[src/inc/seq_pkg.sv]
// shared constants and types for the supervisory sequencer
// assumes a single 125 MHz clock and word-wide ahb-lite register access
package seq_pkg;
   localparam int unsigned CLK_MHZ = 125;
   // register byte offsets
   localparam logic [7:0] OFF_CTRL = 8'h00;
   localparam logic [7:0] OFF_STATUS = 8'h04;
   localparam logic [7:0] OFF_IRQ_STAT = 8'h08;
   localparam logic [7:0] OFF_IRQ_MASK = 8'h0c;
   // fault code encodings, bit0 in [0]; a one means released (hi-z)
   localparam logic [1:0] CODE_UV = 2'h0;
   localparam logic [1:0] CODE_HICCUP = 2'h2;
   localparam logic [1:0] CODE_WDOG = 2'h1;
   localparam logic [1:0] CODE_NONE = 2'h3;
   // interrupt event bit positions
   localparam int unsigned EV_FAULT = 0;
   localparam int unsigned EV_RUN = 1;
   localparam int unsigned EV_OFF = 2;
   localparam int unsigned EV_OV = 3;
   localparam int unsigned EV_W = 4;
   localparam logic [EV_W-1:0] EV_ZERO = 4'h0;
   // default timings in ns
   localparam int unsigned FLAG_UV_DLY_NS = 2000;
   localparam int unsigned OV_DLY_NS = 1000;
   localparam int unsigned EN_OFF_DLY_NS = 65000;
   localparam int unsigned CNT_W = 16;
   function automatic int unsigned ns_to_cyc(input int unsigned ns);
      int unsigned c;
      c = (ns * CLK_MHZ + 999) / 1000;
      return (c == 0) ? 1 : c;
   endfunction
   typedef enum logic [6:0] {
      ST_RESET = 7'h01,
      ST_OFF = 7'h02,
      ST_START_PRE = 7'h04,
      ST_START_BUCK = 7'h08,
      ST_START_LDO = 7'h10,
      ST_RUN = 7'h20,
      ST_SHUT = 7'h40
   } seq_state_t;
   typedef enum logic [2:0] {
      SD_LDO = 3'h1,
      SD_PRE = 3'h2,
      SD_PAUSE = 3'h4
   } shut_step_t;
endpackage

[src/inc/delay_if.sv]
// carrier between the sequencer and its persistence filter
// assumes both ends on mclk_i
`timescale 1ns/1ns
interface delay_if;
   logic level;
   logic clear;
   logic expired;
   modport owner (output level, output clear, input expired);
   modport filter (input level, input clear, output expired);
endinterface

[src/rtl/fault_flag_and_sequencer.sv]
// supervisory sequencer, fault classifier and ahb-lite register slave
// assumes comparator status inputs asynchronous, master reset a level input
`timescale 1ns/1ns
module fault_flag_and_sequencer
   import seq_pkg::*;
#(
   parameter int unsigned EN_OFF_CYC = ns_to_cyc(EN_OFF_DLY_NS)
) (
   input wire logic mclk_i,
   input wire logic rst_n_i,
   input wire logic logic_enable_i,
   input wire logic ignition_enable_a_i,
   input wire logic ignition_enable_b_i,
   input wire logic master_reset_i,
   input wire logic soft_start_low_i,
   input wire logic pre_regulator_uv_i,
   input wire logic buck_output_uv_i,
   input wire logic ldo_3p3_uv_i,
   input wire logic ldo_5v_uv_i,
   input wire logic tracking_ldo_uv_i,
   input wire logic any_ov_i,
   input wire logic tracking_ldo_disc_i,
   input wire logic hiccup_i,
   input wire logic thermal_shutdown_i,
   input wire logic watchdog_fault_i,
   input wire logic hsel_i,
   input wire logic [31:0] haddr_i,
   input wire logic [1:0] htrans_i,
   input wire logic hwrite_i,
   input wire logic [2:0] hsize_i,
   input wire logic [31:0] hwdata_i,
   input wire logic hready_i,
   output logic [31:0] hrdata_o,
   output logic hreadyout_o,
   output logic hresp_o,
   output logic pre_regulator_on_o,
   output logic buck_on_o,
   output logic ldos_on_o,
   output logic power_good_reset_n_o,
   output logic five_volt_good_o,
   output logic fault_code_bit0_o,
   output logic fault_code_bit0_oe_o,
   output logic fault_code_bit1_o,
   output logic fault_code_bit1_oe_o,
   output logic irq_o
);
   import seq_pkg::*;
   localparam int unsigned UV_CYC = ns_to_cyc(FLAG_UV_DLY_NS);
   localparam int unsigned OV_CYC = ns_to_cyc(OV_DLY_NS);
   localparam int unsigned SYN_W = 14;
   initial begin
      if (EN_OFF_CYC < 1 || EN_OFF_CYC >= (1 << CNT_W)) $error("enable-off delay out of range");
   end

   // two-stage synchronisers for all comparator pins
   logic [SYN_W-1:0] pin_raw, syn1_q, syn2_q;
   assign pin_raw = {logic_enable_i, ignition_enable_a_i, ignition_enable_b_i, master_reset_i,
                     soft_start_low_i, pre_regulator_uv_i, buck_output_uv_i, ldo_3p3_uv_i,
                     ldo_5v_uv_i, tracking_ldo_uv_i, any_ov_i, tracking_ldo_disc_i,
                     hiccup_i, thermal_shutdown_i};
   always_ff @(posedge mclk_i) begin
      if (!rst_n_i) begin
         syn1_q <= '0;
         syn2_q <= '0;
      end else begin
         syn1_q <= pin_raw;
         syn2_q <= syn1_q;
      end
   end
   logic wd_s1_q, wd_s2_q;
   always_ff @(posedge mclk_i) begin
      if (!rst_n_i) begin
         wd_s1_q <= 1'b0;
         wd_s2_q <= 1'b0;
      end else begin
         wd_s1_q <= watchdog_fault_i;
         wd_s2_q <= wd_s1_q;
      end
   end
   logic en_s, mrst_s, ss_low_s, pre_uv_s, buck_uv_s, uv33_s, uv5_s, trk_uv_s;
   logic ov_s, disc_s, hic_s, tsd_s;
   assign en_s = syn2_q[13] | syn2_q[12] | syn2_q[11];
   assign mrst_s = syn2_q[10];
   assign ss_low_s = syn2_q[9];
   assign pre_uv_s = syn2_q[8];
   assign buck_uv_s = syn2_q[7];
   assign uv33_s = syn2_q[6];
   assign uv5_s = syn2_q[5];
   assign trk_uv_s = syn2_q[4];
   assign ov_s = syn2_q[3];
   assign disc_s = syn2_q[2];
   assign hic_s = syn2_q[1];
   assign tsd_s = syn2_q[0];
   logic ldo_uv_s;
   assign ldo_uv_s = uv33_s | uv5_s | trk_uv_s;

   // software control: force-off bit steers the combined enable
   logic sw_off_q;
   logic en_eff;
   assign en_eff = en_s & ~sw_off_q;

   // filters: enable-off delay, overvoltage delay, undervoltage class delay
   delay_if en_d ();
   delay_if ov_d ();
   delay_if uv_d ();
   seq_state_t st_q;
   assign en_d.level = ~en_eff & (st_q == ST_RUN);
   assign en_d.clear = 1'b0;
   assign ov_d.level = ov_s & (st_q != ST_RESET) & (st_q != ST_OFF);
   assign ov_d.clear = 1'b0;
   logic uv_any;
   assign uv_any = buck_uv_s | ldo_uv_s | disc_s;
   assign uv_d.level = uv_any;
   assign uv_d.clear = 1'b0;
   persist_filter #(.COUNT(EN_OFF_CYC), .WIDTH(CNT_W)) u_en_filt (
      .mclk_i(mclk_i), .rst_n_i(rst_n_i), .d(en_d));
   persist_filter #(.COUNT(OV_CYC), .WIDTH(CNT_W)) u_ov_filt (
      .mclk_i(mclk_i), .rst_n_i(rst_n_i), .d(ov_d));
   persist_filter #(.COUNT(UV_CYC), .WIDTH(CNT_W)) u_uv_filt (
      .mclk_i(mclk_i), .rst_n_i(rst_n_i), .d(uv_d));

   // overvoltage latch: only an enable cycle (enable low with soft-start low) releases it
   logic ov_latch_q;
   always_ff @(posedge mclk_i) begin
      if (!rst_n_i) begin
         ov_latch_q <= 1'b0;
      end else if (ov_d.expired) begin
         ov_latch_q <= 1'b1;
      end else if (!en_eff && ss_low_s) begin
         ov_latch_q <= 1'b0;
      end
   end

   // sequencer state machine
   shut_step_t sd_q;
   always_ff @(posedge mclk_i) begin
      if (!rst_n_i) begin
         st_q <= ST_RESET;
         sd_q <= SD_LDO;
      end else if (mrst_s || ov_latch_q) begin
         st_q <= ST_RESET;
      end else begin
         case (st_q)
            ST_RESET: st_q <= ST_OFF;
            ST_OFF: if (en_eff && !ss_low_s) st_q <= ST_START_PRE;
            ST_START_PRE: begin
               if (!en_eff) st_q <= ST_SHUT;
               else if (!pre_uv_s) st_q <= ST_START_BUCK;
               sd_q <= SD_PRE;
            end
            ST_START_BUCK: begin
               if (!en_eff) st_q <= ST_SHUT;
               else if (!buck_uv_s) st_q <= ST_START_LDO;
               sd_q <= SD_LDO;
            end
            ST_START_LDO: begin
               if (!en_eff) st_q <= ST_SHUT;
               else if (!ldo_uv_s) st_q <= ST_RUN;
               sd_q <= SD_LDO;
            end
            ST_RUN: begin
               if (en_d.expired) st_q <= ST_SHUT;
               sd_q <= SD_LDO;
            end
            ST_SHUT: begin
               case (sd_q)
                  SD_LDO: if (ldo_uv_s) sd_q <= SD_PRE;
                  SD_PRE: if (buck_uv_s) sd_q <= SD_PAUSE;
                  SD_PAUSE: if (pre_uv_s && ss_low_s) st_q <= ST_OFF;
                  default: sd_q <= SD_LDO;
               endcase
            end
            default: st_q <= ST_RESET;
         endcase
      end
   end

   // regulator enables derived from state
   always_ff @(posedge mclk_i) begin
      if (!rst_n_i) begin
         pre_regulator_on_o <= 1'b0;
         buck_on_o <= 1'b0;
         ldos_on_o <= 1'b0;
      end else begin
         pre_regulator_on_o <= (st_q == ST_START_PRE) || (st_q == ST_START_BUCK) ||
                               (st_q == ST_START_LDO) || (st_q == ST_RUN) ||
                               ((st_q == ST_SHUT) && (sd_q != SD_PAUSE));
         buck_on_o <= (st_q == ST_START_BUCK) || (st_q == ST_START_LDO) ||
                      (st_q == ST_RUN) || ((st_q == ST_SHUT) && (sd_q == SD_LDO));
         ldos_on_o <= (st_q == ST_START_LDO) || (st_q == ST_RUN);
      end
   end

   // reset and five-good outputs; faults other than overvoltage drop reset without latching, five-good only on 5v, tracking, disconnect or overvoltage faults
   logic rst_ok, five_ok;
   assign rst_ok = (st_q == ST_RUN) && !uv_any && !tsd_s && !hic_s && !wd_s2_q &&
                   !ov_latch_q;
   assign five_ok = (st_q == ST_RUN) && !uv5_s && !trk_uv_s && !disc_s;
   logic rose_q;
   always_ff @(posedge mclk_i) begin
      if (!rst_n_i) begin
         power_good_reset_n_o <= 1'b0;
         five_volt_good_o <= 1'b0;
      end else begin
         power_good_reset_n_o <= rst_ok;
         five_volt_good_o <= five_ok;
      end
   end

   // fault code latch, captured on the falling reset output
   logic [1:0] code_q;
   logic fall;
   assign fall = power_good_reset_n_o && !rst_ok;
   // undervoltage class waits out the flag delay so a later hiccup still wins
   logic pend_q, cap_now, cls_ready;
   assign cap_now = (fall && rose_q && code_q == CODE_NONE) || (pend_q && en_s);
   assign cls_ready = hic_s || tsd_s || wd_s2_q || uv_d.expired || ov_latch_q;
   logic [1:0] class_now;
   always_comb begin
      if (hic_s || tsd_s) class_now = CODE_HICCUP;
      else if (wd_s2_q) class_now = CODE_WDOG;
      else class_now = CODE_UV;
   end
   always_ff @(posedge mclk_i) begin
      if (!rst_n_i) begin
         code_q <= CODE_NONE;
         rose_q <= 1'b0;
         pend_q <= 1'b0;
      end else begin
         if (rst_ok) rose_q <= 1'b1;
         if (cap_now && cls_ready) begin
            code_q <= class_now;
            pend_q <= 1'b0;
         end else if (cap_now) begin
            pend_q <= 1'b1;
         end else if (!en_s && ss_low_s) begin
            code_q <= CODE_NONE;
            rose_q <= 1'b0;
            pend_q <= 1'b0;
         end
      end
   end
   // open drain: pin output always low, enable drives the low level
   always_ff @(posedge mclk_i) begin
      if (!rst_n_i) begin
         fault_code_bit0_oe_o <= 1'b0;
         fault_code_bit1_oe_o <= 1'b0;
      end else begin
         fault_code_bit0_oe_o <= ~code_q[0];
         fault_code_bit1_oe_o <= ~code_q[1];
      end
   end
   always_ff @(posedge mclk_i) begin
      fault_code_bit0_o <= 1'b0;
      fault_code_bit1_o <= 1'b0;
   end

   // interrupt events
   logic [EV_W-1:0] ev, irq_stat_q, irq_mask_q;
   assign ev = {ov_d.expired & ~ov_latch_q, (st_q == ST_SHUT) && (sd_q == SD_PAUSE) &&
                pre_uv_s && ss_low_s, rst_ok & ~power_good_reset_n_o, fall};

   // ahb-lite slave: zero wait states, always okay
   logic wr_pend_q;
   logic [7:0] wr_addr_q;
   logic take;
   assign take = hsel_i && hready_i && htrans_i[1];
   always_ff @(posedge mclk_i) begin
      if (!rst_n_i) begin
         wr_pend_q <= 1'b0;
         wr_addr_q <= 8'h00;
         hrdata_o <= 32'h0000_0000;
      end else begin
         wr_pend_q <= take && hwrite_i;
         if (take) wr_addr_q <= haddr_i[7:0];
         if (take && !hwrite_i) begin
            case (haddr_i[7:0])
               OFF_CTRL: hrdata_o <= {31'h0, sw_off_q};
               OFF_STATUS: hrdata_o <= {18'h0, code_q, rose_q, ov_latch_q,
                                        power_good_reset_n_o, five_volt_good_o, 1'b0, st_q};
               OFF_IRQ_STAT: hrdata_o <= {28'h0, irq_stat_q};
               OFF_IRQ_MASK: hrdata_o <= {28'h0, irq_mask_q};
               default: hrdata_o <= 32'h0000_0000;
            endcase
         end
      end
   end
   always_ff @(posedge mclk_i) begin
      if (!rst_n_i) begin
         hreadyout_o <= 1'b0;
         hresp_o <= 1'b0;
      end else begin
         hreadyout_o <= 1'b1;
         hresp_o <= 1'b0;
      end
   end
   // register writes; set beats write-one-clear
   always_ff @(posedge mclk_i) begin
      if (!rst_n_i) begin
         sw_off_q <= 1'b0;
         irq_mask_q <= EV_ZERO;
         irq_stat_q <= EV_ZERO;
      end else begin
         if (wr_pend_q && wr_addr_q == OFF_CTRL) sw_off_q <= hwdata_i[0];
         if (wr_pend_q && wr_addr_q == OFF_IRQ_MASK) irq_mask_q <= hwdata_i[EV_W-1:0];
         if (wr_pend_q && wr_addr_q == OFF_IRQ_STAT)
            irq_stat_q <= (irq_stat_q & ~hwdata_i[EV_W-1:0]) | ev;
         else
            irq_stat_q <= irq_stat_q | ev;
      end
   end
   // a set mask bit hides its event from the interrupt line
   always_ff @(posedge mclk_i) begin
      if (!rst_n_i) irq_o <= 1'b0;
      else irq_o <= |(irq_stat_q & ~irq_mask_q);
   end

   // checks
   a_mreset_all_off: assert property (@(posedge mclk_i) disable iff (!rst_n_i)
      mrst_s |-> ##2 (!pre_regulator_on_o && !buck_on_o && !ldos_on_o))
      else $error("regulators on under master reset");
   a_ldo_after_buck: assert property (@(posedge mclk_i) disable iff (!rst_n_i)
      ldos_on_o |-> buck_on_o && pre_regulator_on_o)
      else $error("ldo enabled ahead of buck");
   a_ov_latch_off: assert property (@(posedge mclk_i) disable iff (!rst_n_i)
      ov_latch_q |=> !power_good_reset_n_o)
      else $error("reset output high during overvoltage latch");
   a_five_low_uv: assert property (@(posedge mclk_i) disable iff (!rst_n_i)
      uv5_s |=> !five_volt_good_o && !power_good_reset_n_o)
      else $error("five-good high during 5v undervoltage");
   a_buck_uv_rst: assert property (@(posedge mclk_i) disable iff (!rst_n_i)
      buck_uv_s |=> !power_good_reset_n_o)
      else $error("reset high during buck undervoltage");
   a_disc_both_low: assert property (@(posedge mclk_i) disable iff (!rst_n_i)
      disc_s |=> !power_good_reset_n_o && !five_volt_good_o)
      else $error("outputs high during disconnect");
   a_flag_clear: assert property (@(posedge mclk_i) disable iff (!rst_n_i)
      (!en_s && ss_low_s && !fall) |=> code_q == CODE_NONE)
      else $error("fault code not cleared");
   a_flag_held: assert property (@(posedge mclk_i) disable iff (!rst_n_i)
      (code_q != CODE_NONE && en_s) |=> $stable(code_q))
      else $error("fault code changed while held");
   a_hiccup_wins: assert property (@(posedge mclk_i) disable iff (!rst_n_i)
      (fall && rose_q && code_q == CODE_NONE && hic_s) |=> code_q == CODE_HICCUP)
      else $error("hiccup not given precedence");
endmodule

[src/rtl/persist_filter.sv]
// persistence filter: reports once a level has held for a set count
// assumes a synchronous level input on mclk_i
`timescale 1ns/1ns
module persist_filter #(
   parameter int unsigned COUNT = 16,
   parameter int unsigned WIDTH = 16
) (
   input wire logic mclk_i,
   input wire logic rst_n_i,
   delay_if.filter d
);
   initial begin
      if (COUNT < 1 || COUNT >= (1 << WIDTH)) $error("persist_filter count out of range");
   end
   localparam logic [WIDTH-1:0] LIMIT = WIDTH'(COUNT);
   logic [WIDTH-1:0] cnt_q;
   // count held cycles; saturates so expired stays high
   always_ff @(posedge mclk_i) begin
      if (!rst_n_i || !d.level || d.clear) begin
         cnt_q <= '0;
      end else if (cnt_q != LIMIT) begin
         cnt_q <= cnt_q + 1'b1;
      end
   end
   assign d.expired = d.level && !d.clear && (cnt_q == LIMIT);
endmodule

[config.mk]
export PLATFORM = sky130hd
export DESIGN_NAME = fault_flag_and_sequencer
export DESIGN_NICKNAME = d
export VERILOG_FILES = /design/src/inc/seq_pkg.sv /design/src/inc/delay_if.sv /design/src/rtl/fault_flag_and_sequencer.sv /design/src/rtl/persist_filter.sv
export SDC_FILE = /design/constraint.sdc
export NUM_CORES = 1
export LEC_CHECK = 0
export CAP_MARGIN = 30
export CORE_MARGIN = 2
export CORE_UTILIZATION = 65
export CTS_CLUSTER_DIAMETER = 40
export DETAILED_ROUTE_END_ITERATION = 10
export DONT_BUFFER_PORTS = 1
export PLACE_DENSITY_LB_ADDON = 0.15
export SYNTH_ARGS = -nofsm -noshare
export SYNTH_HDL_FRONTEND = slang
export SYNTH_SLANG_ARGS = --single-unit
[constraint.sdc]
create_clock -name mclk_i -period 4.8 [get_ports mclk_i]
set_input_delay 0.72 -clock mclk_i [delete_from_list [all_inputs] [get_ports mclk_i]]
set_output_delay 0.72 -clock mclk_i [all_outputs]
set_load 0.01 [all_outputs]
==> impl_metrics.toml, run 1 <==
[detailed_routing]
viasPerCell = 5.94
firstDrtPassIters = 6
vias = 4510
drtIter0Drc = 353
routed_wl_mm = 11.5
drcViolationCount = 0
ant_nets = 0
routedWlPerCell_um = 15.1

[sta]
period_needed_ns = 2.32
tns_ns = 0
skew_ns = 0.00731
hold_viol = 0
slew_headroom_pct = 32.3
post-route-period-util_pct = 48.3
rsz0062_at_grt = "no"
slew_violations = 0
tightestPinTransition_ns = 1.01
fmax_ghz = 0.431
setup-violations-final = 0

[die]
die_x_um = 98.8
dieArea_um2 = 9750
ios = 133
rows = 34
coreArea_um2 = 8720
start_util_pct = 66.9
die_h_um = 98.8

[global_routing]
grt_use_total_pct = 24.9
antenna_found_initial = 0
gr-total-overflow = 0
grt_pass1_vias = 4264
grt_pass1_wl_mm = 19.8
grt_max_degree = 48

[yosys]
ys_seq_area_share_pct = 45.6
synth_area_per_cell_um2 = 9.01
synthCells = 648
synth_top_flop_cell = "dfxtp_1"
synth-seq-cells = 133
yosysMostFrequentCell = "dfxtp_1"
synth_edf_count = 0
syn_area_um2 = 5840
synthArstFlopShare_pct = 0
yosysWarnings = 0
synth_cell_type_count = 69
synth_area_leaders = "dfxtp_1, nor2_1, xor2_1"
yosys.area.top_type = "dfxtp_1"
synth_common_cells = "dfxtp_1, nor2_1, nand2_1, and2_1, xor2_1"
synth_top_area_share_pct = 45.6

[critical_path]
critPathLaunchType = "register"
cp_data_arrival_time_ns = 2.73
crit_buf_inv = 0
crit_fanout = 16
critPathMaxStageDelay_ns = 0.82
crit_path_end_kind = "register"
cp_cell_sequence = "nor3_1 > or2_2 > nand3_1 > a211oi_1"
required_ns = 5.22
cp.depth = 4
r2r.worst_path.cells = 4
path_class = "reg2reg"
cp_top_family = "simple AND/OR/NAND/NOR gates"
crit_slowest_cell = "nor3_1"

[clock_tree]
post_cts_buffers = 0
worstSkewPairLatency_ns = 0.51
clock_tree.buffer_depth = 2
cts_root_buf = "clkbuf_8"
h-tree-depth = 4
cts_made_buffers = 17
cts_resized = 0
path_clk_slew_ns = 0.06
cts_hold_buffers = 0
cts_tree = "done"
cts_sinks = 133

[final_layout]
drive_above_1_share_pct = 8.91
fillers = 658
final_cell_area_um2 = 6350
layout.nets = 733
diodes = 0
area_growth_pct = 8.75

[pwr]
power_density_nw_per_um2 = 393
p_comb_share_pct = 3.9
p_int_mw = 1.94
power.share.switching_pct = 22.3
p_leak_nw = 2.28
p_sw_mw = 0.557
seqPwrFrac_pct = 46.0
pwr-share-clk_pct = 50.1
peakVddDrop_uv = 286

[worst_hold_path]
hp-class = "in2reg"
holdPathStages = 0

[run_status]
outcome = "complete, no violations"

[place]
postPlaceCellArea_um2 = 5760
io_buffer_count = 0
dpl.hpwl_mm = 7.85
place_congestion = 0.967

[job]
maxCapViolCount = 0
==> sequential cells by signal, indices dropped and copies added (netlist names), 2 cells and up <==
name and cells:
u_uv_filt.cnt_q 16, u_en_filt.cnt_q 16, irq_mask_q 4, hrdata_o 13, st_q 7, sd_q 3
wr_addr_q 8, syn1_q 14, u_ov_filt.cnt_q 16, code_q 2, syn2_q 14, irq_stat_q 4
==> worst reg2reg max path, cell delays in order (launching register included) <==
cell,delay (ns)
dfxtp_1,0.31
nor3_1,0.82
or2_2,0.28
nand3_1,0.45
a211oi_1,0.38
==> metrics by stage <==
stage	util [%]	power (mW)	hold slack [ns]	setup slack [ns]	std cells
detailed placement	66.0	1.26	0.421	2.03	727
global placement	66.0	1.26	0.419	2.09	727
floorplan	-	1.27	0.411	2.70	669
global route	72.8	2.58	0.197	2.27	759
CTS	72.8	2.51	0.215	2.47	759
finish	72.8	2.49	0.232	2.48	759
==> kinds of logic after synthesis <==
family                     Yosys count  share of synthesized area (%)
adders and majority gates            6                           1.29
AOI/OAI and AO/OA                   93                           10.9
other                                1                         0.0643
xor gates and xnor gates            45                           6.75
buffers and inverters               67                           6.15
DFF                                133                           45.6
muxes                               11                           2.14
and+or+nand+nor                    292                           27.1
==> power by group through the flow <==
stage                     clock (mW)  combinational [mW]  sequential (mW)
after floorplan                    0               0.110             1.16
after global placement             0              0.0918             1.17
after detailed placement           0              0.0948             1.17
after CTS                       1.27              0.0963             1.15
after global routing            1.32               0.108             1.15
final                           1.25              0.0969             1.15
==> final timing paths <==
kind | start | to | slack [ns]
max | syn2_q[12]$_SDFF_PN0_ | u_en_filt.cnt_q[1]$_SDFFE_PP0N_ | 2.48
min | rst_n_i | hreadyout_o$_DFF_P_ | 0.23
max reg2reg | syn2_q[12]$_SDFF_PN0_ | u_en_filt.cnt_q[1]$_SDFFE_PP0N_ | 2.48
min reg2reg | syn1_q[8]$_SDFF_PN0_ | syn2_q[8]$_SDFF_PN0_ | 0.43
==> cell type report <==
type	instances	area (µm²)	area share [%]
Multi-Input combinational cell	469	2890	45.6
Sequential cell	133	2660	42.0
Clock buffer	19	442	6.96
Clock inverter	13	146	2.31
Tap cell	108	135	2.13
Inverter	16	60.1	0.946
Timing Repair Buffer	1	7.51	0.118
==> cells in the final DEF, fill, tap and decap left out, drive strengths merged, types with 11 or more instances in the layout <==
master,instances
a21oi,23
a22oi,14
and2,32
and3,11
clkbuf,19
conb,22
dfxtp,133
inv,19
nand2,46
nand3,22
nand4,18
nor2,87
nor3,14
nor4,13
o21ai,14
xnor2,13
xor2,32
==> metal layers <==
layer,up-vias,wire length (µm),GRT usage (%)
met5,-,0,0
met2,179,5430,40.4
met3,13,863,7.94
met1,2120,5070,31.8
met4,0,122,7.48
li1,2198,-,-
No activity file was read; power rests on OpenSTA's default activity.
==> run 2, diff against run 1 <==
--- a/config.mk
+++ b/config.mk
@@ -5,9 +5,10 @@
 export SDC_FILE = /design/constraint.sdc
 export NUM_CORES = 1
 export LEC_CHECK = 0
+export ABC_AREA = 1
 export CAP_MARGIN = 30
 export CORE_MARGIN = 2
-export CORE_UTILIZATION = 65
+export CORE_UTILIZATION = 63
 export CTS_CLUSTER_DIAMETER = 40
 export DETAILED_ROUTE_END_ITERATION = 10
 export DONT_BUFFER_PORTS = 1
==> constraint.sdc (replaced) <==
create_clock -name mclk_i -period 2.3 [get_ports mclk_i]
set_input_delay 0.345 -clock mclk_i [delete_from_list [all_inputs] [get_ports mclk_i]]
set_output_delay 0.345 -clock mclk_i [all_outputs]
set_load 0.01 [all_outputs]
==> impl_metrics.toml, run 2 <==
[job]
maxCapViolCount = 0

[yosys]
synth_common_cells = "nand2_1, dfxtp_1, inv_1, nor2_1, a21oi_1"
synthXorXnorAreaFrac_pct = 1.83
ys_seq_area_share_pct = 42.7
yosysWarnings = 0
synth_compound_area_share_pct = 10.7
yosysMostFrequentCell = "nand2_1"
synth_top_family_by_area = "simple AND/OR/NAND/NOR gates"
synth_area_leaders = "dfxtp_1, nand2_1, inv_1"
synthArstFlopShare_pct = 0
synth_mux_area_share_pct = 0
synth_top_flop_cell = "dfxtp_1"
synth_cell_type_count = 45
synthCells = 840
synth_area_per_cell_um2 = 7.42
synth-seq-cells = 133
syn_area_um2 = 6230
synth_edf_count = 0
synth_top_area_share_pct = 42.7
synthAdderAreaFrac_pct = 1.20
synthSimpleGateAreaFrac_pct = 31.0
yosys.area.top_type = "dfxtp_1"

[clock_tree]
cts_resized = 0
worstSkewPairLatency_ns = 0.54
cts_sinks = 133
cts_hold_buffers = 26
h-tree-depth = 4
post_cts_buffers = 0
path_clk_slew_ns = 0.06
cts_tree = "done"
cts_made_buffers = 17
clock_tree.buffer_depth = 2
cts_root_buf = "clkbuf_8"

[sta]
fmax_ghz = 0.560
hold_viol = 0
skew_ns = 0.00566
hold_ws_ns = 0.0260
period_needed_ns = 1.79
post-route-period-util_pct = 77.7
setup-violations-final = 0
tns_ns = 0
rsz0062_at_grt = "no"
slew_violations = 0

[die]
start_util_pct = 64.4
coreArea_um2 = 9680
die_x_um = 103
ios = 133
dieArea_um2 = 10700
die_h_um = 103
rows = 36

[final_layout]
diodes = 0
layout.nets = 965
drive_above_1_share_pct = 11.5
final_util_pct = 73.7
final_cell_area_um2 = 7140
mostFrequentLayoutCells = "nand2_1, dfxtp_1, inv_1, nor2_1, a21oi_1"
multiInputGateArea_um2 = 2870
fillers = 732
area_growth_pct = 14.6
seqCellArea_um2 = 2660
final_common_cell = "nand2_1"
reg_top3 = "u_en_filt.cnt_q: 16 flops, u_ov_filt.cnt_q: 16 flops, u_uv_filt.cnt_q: 16 flops"

[place]
io_buffer_count = 0
place_congestion = 0.903
postPlaceCellArea_um2 = 6240
dpl.hpwl_mm = 9.06

[run_status]
outcome = "complete, no violations"

[global_routing]
antenna_found_initial = 0
gr-total-overflow = 0
grt_use_total_pct = 26.6
grt_max_degree = 54
grt_pass1_vias = 4956
grt_pass1_wl_mm = 21.9

[pwr]
power_density_nw_per_um2 = 816
power_mw = 5.82
p_leak_nw = 3.01
peakVddDrop_uv = 597

[detailed_routing]
routed_wl_mm = 13.4
viasPerCell = 5.21
ant_nets = 0
firstDrtPassIters = 6
drcViolationCount = 0
drtIter0Drc = 227
routedWlPerCell_um = 13.2
vias = 5286

[critical_path]
crit_fanout = 5
critPathLaunchType = "register"
path_class = "reg2reg"
crit_path_end_kind = "register"
required_ns = 2.73
cp_data_arrival_time_ns = 2.22

[worst_hold_path]
hp-class = "in2reg"
-- run 2: cell types whose count changed after synthesis, moves of 11 or more --
cell     before  now
inv_1        16  122
nand2_1      46  150
a21oi_1      23   65
nand3_1      21   58
and2_1       32    0
xor2_1       32   11
a22oi_1      14    0
o21ai_1       0   14
inv_2         0   13
o21ai_0      14   26
xnor2_1      13    2
-- run 2: final cells by class --
class                   count  area share, %
clock buffers              18           5.99
clock inverters            13           2.87
inverters                 137           7.24
flip-flops and latches    133           37.3
well taps                 133           2.33
multi-input cells         552           40.2
repair buffers             29           4.10
-- run 2: through the flow --
step                      cells  setup slack (ns)
after floorplan             861             0.845
final                      1015             0.514
after CTS                  1015             0.526
after global placement      958             0.605
after global routing       1015             0.319
after detailed placement    958             0.581
-- run 2: critical path, stage by stage (launching register included) --
cell     delay, ns
dfxtp_1       0.40
ha_1          0.20
nand3_1       0.15
nor2_1        0.28
nand3_1       0.19
nor3_1        0.23
a21oi_1       0.10
o21a_1        0.12
-- run 2: final timing paths --
check / startpoint / to / slack [ns] / cells after the start
worst min-delay path: haddr_i[4] / wr_addr_q[4]$_SDFFE_PN0P_ / 0.03 / 2
worst max-delay path: u_uv_filt.cnt_q[0]$_SDFFE_PP0P_ / u_uv_filt.cnt_q[14]$_SDFFE_PP0P_ / 0.51 / 7
worst min register to register: syn1_q[8]$_SDFF_PN0_ / syn2_q[8]$_SDFF_PN0_ / 0.41 / 2
worst max register to register: u_uv_filt.cnt_q[0]$_SDFFE_PP0P_ / u_uv_filt.cnt_q[14]$_SDFFE_PP0P_ / 0.51 / 7
-- run 2: per-layer routing --
metal	GRT usage [%]	part of all wire, %	up-vias
li1	-	-	2695
met1	31.5	44	2432
met2	45.0	49	137
met3	7.73	5.6	22
met4	11.1	1.5	0
met5	0	0	-
-- run 2: power by group --
group | internal, mW | switching, mW | leakage [nW]
clock network | 1.89 | 0.994 | 0.303
logic | 0.167 | 0.341 | 1.63
registers | 2.38 | 0.0582 | 1.08
total | 4.43 | 1.39 | 3.01
-- run 2: cells by family (layout without fill, tap and decap cells) --
family,Yosys count,after routing
xor+xnor,13,13
simple gates,389,389
compound gates,122,122
other cells,1,22
fa+ha+maj,6,6
buf+inv,176,197
flops,133,133
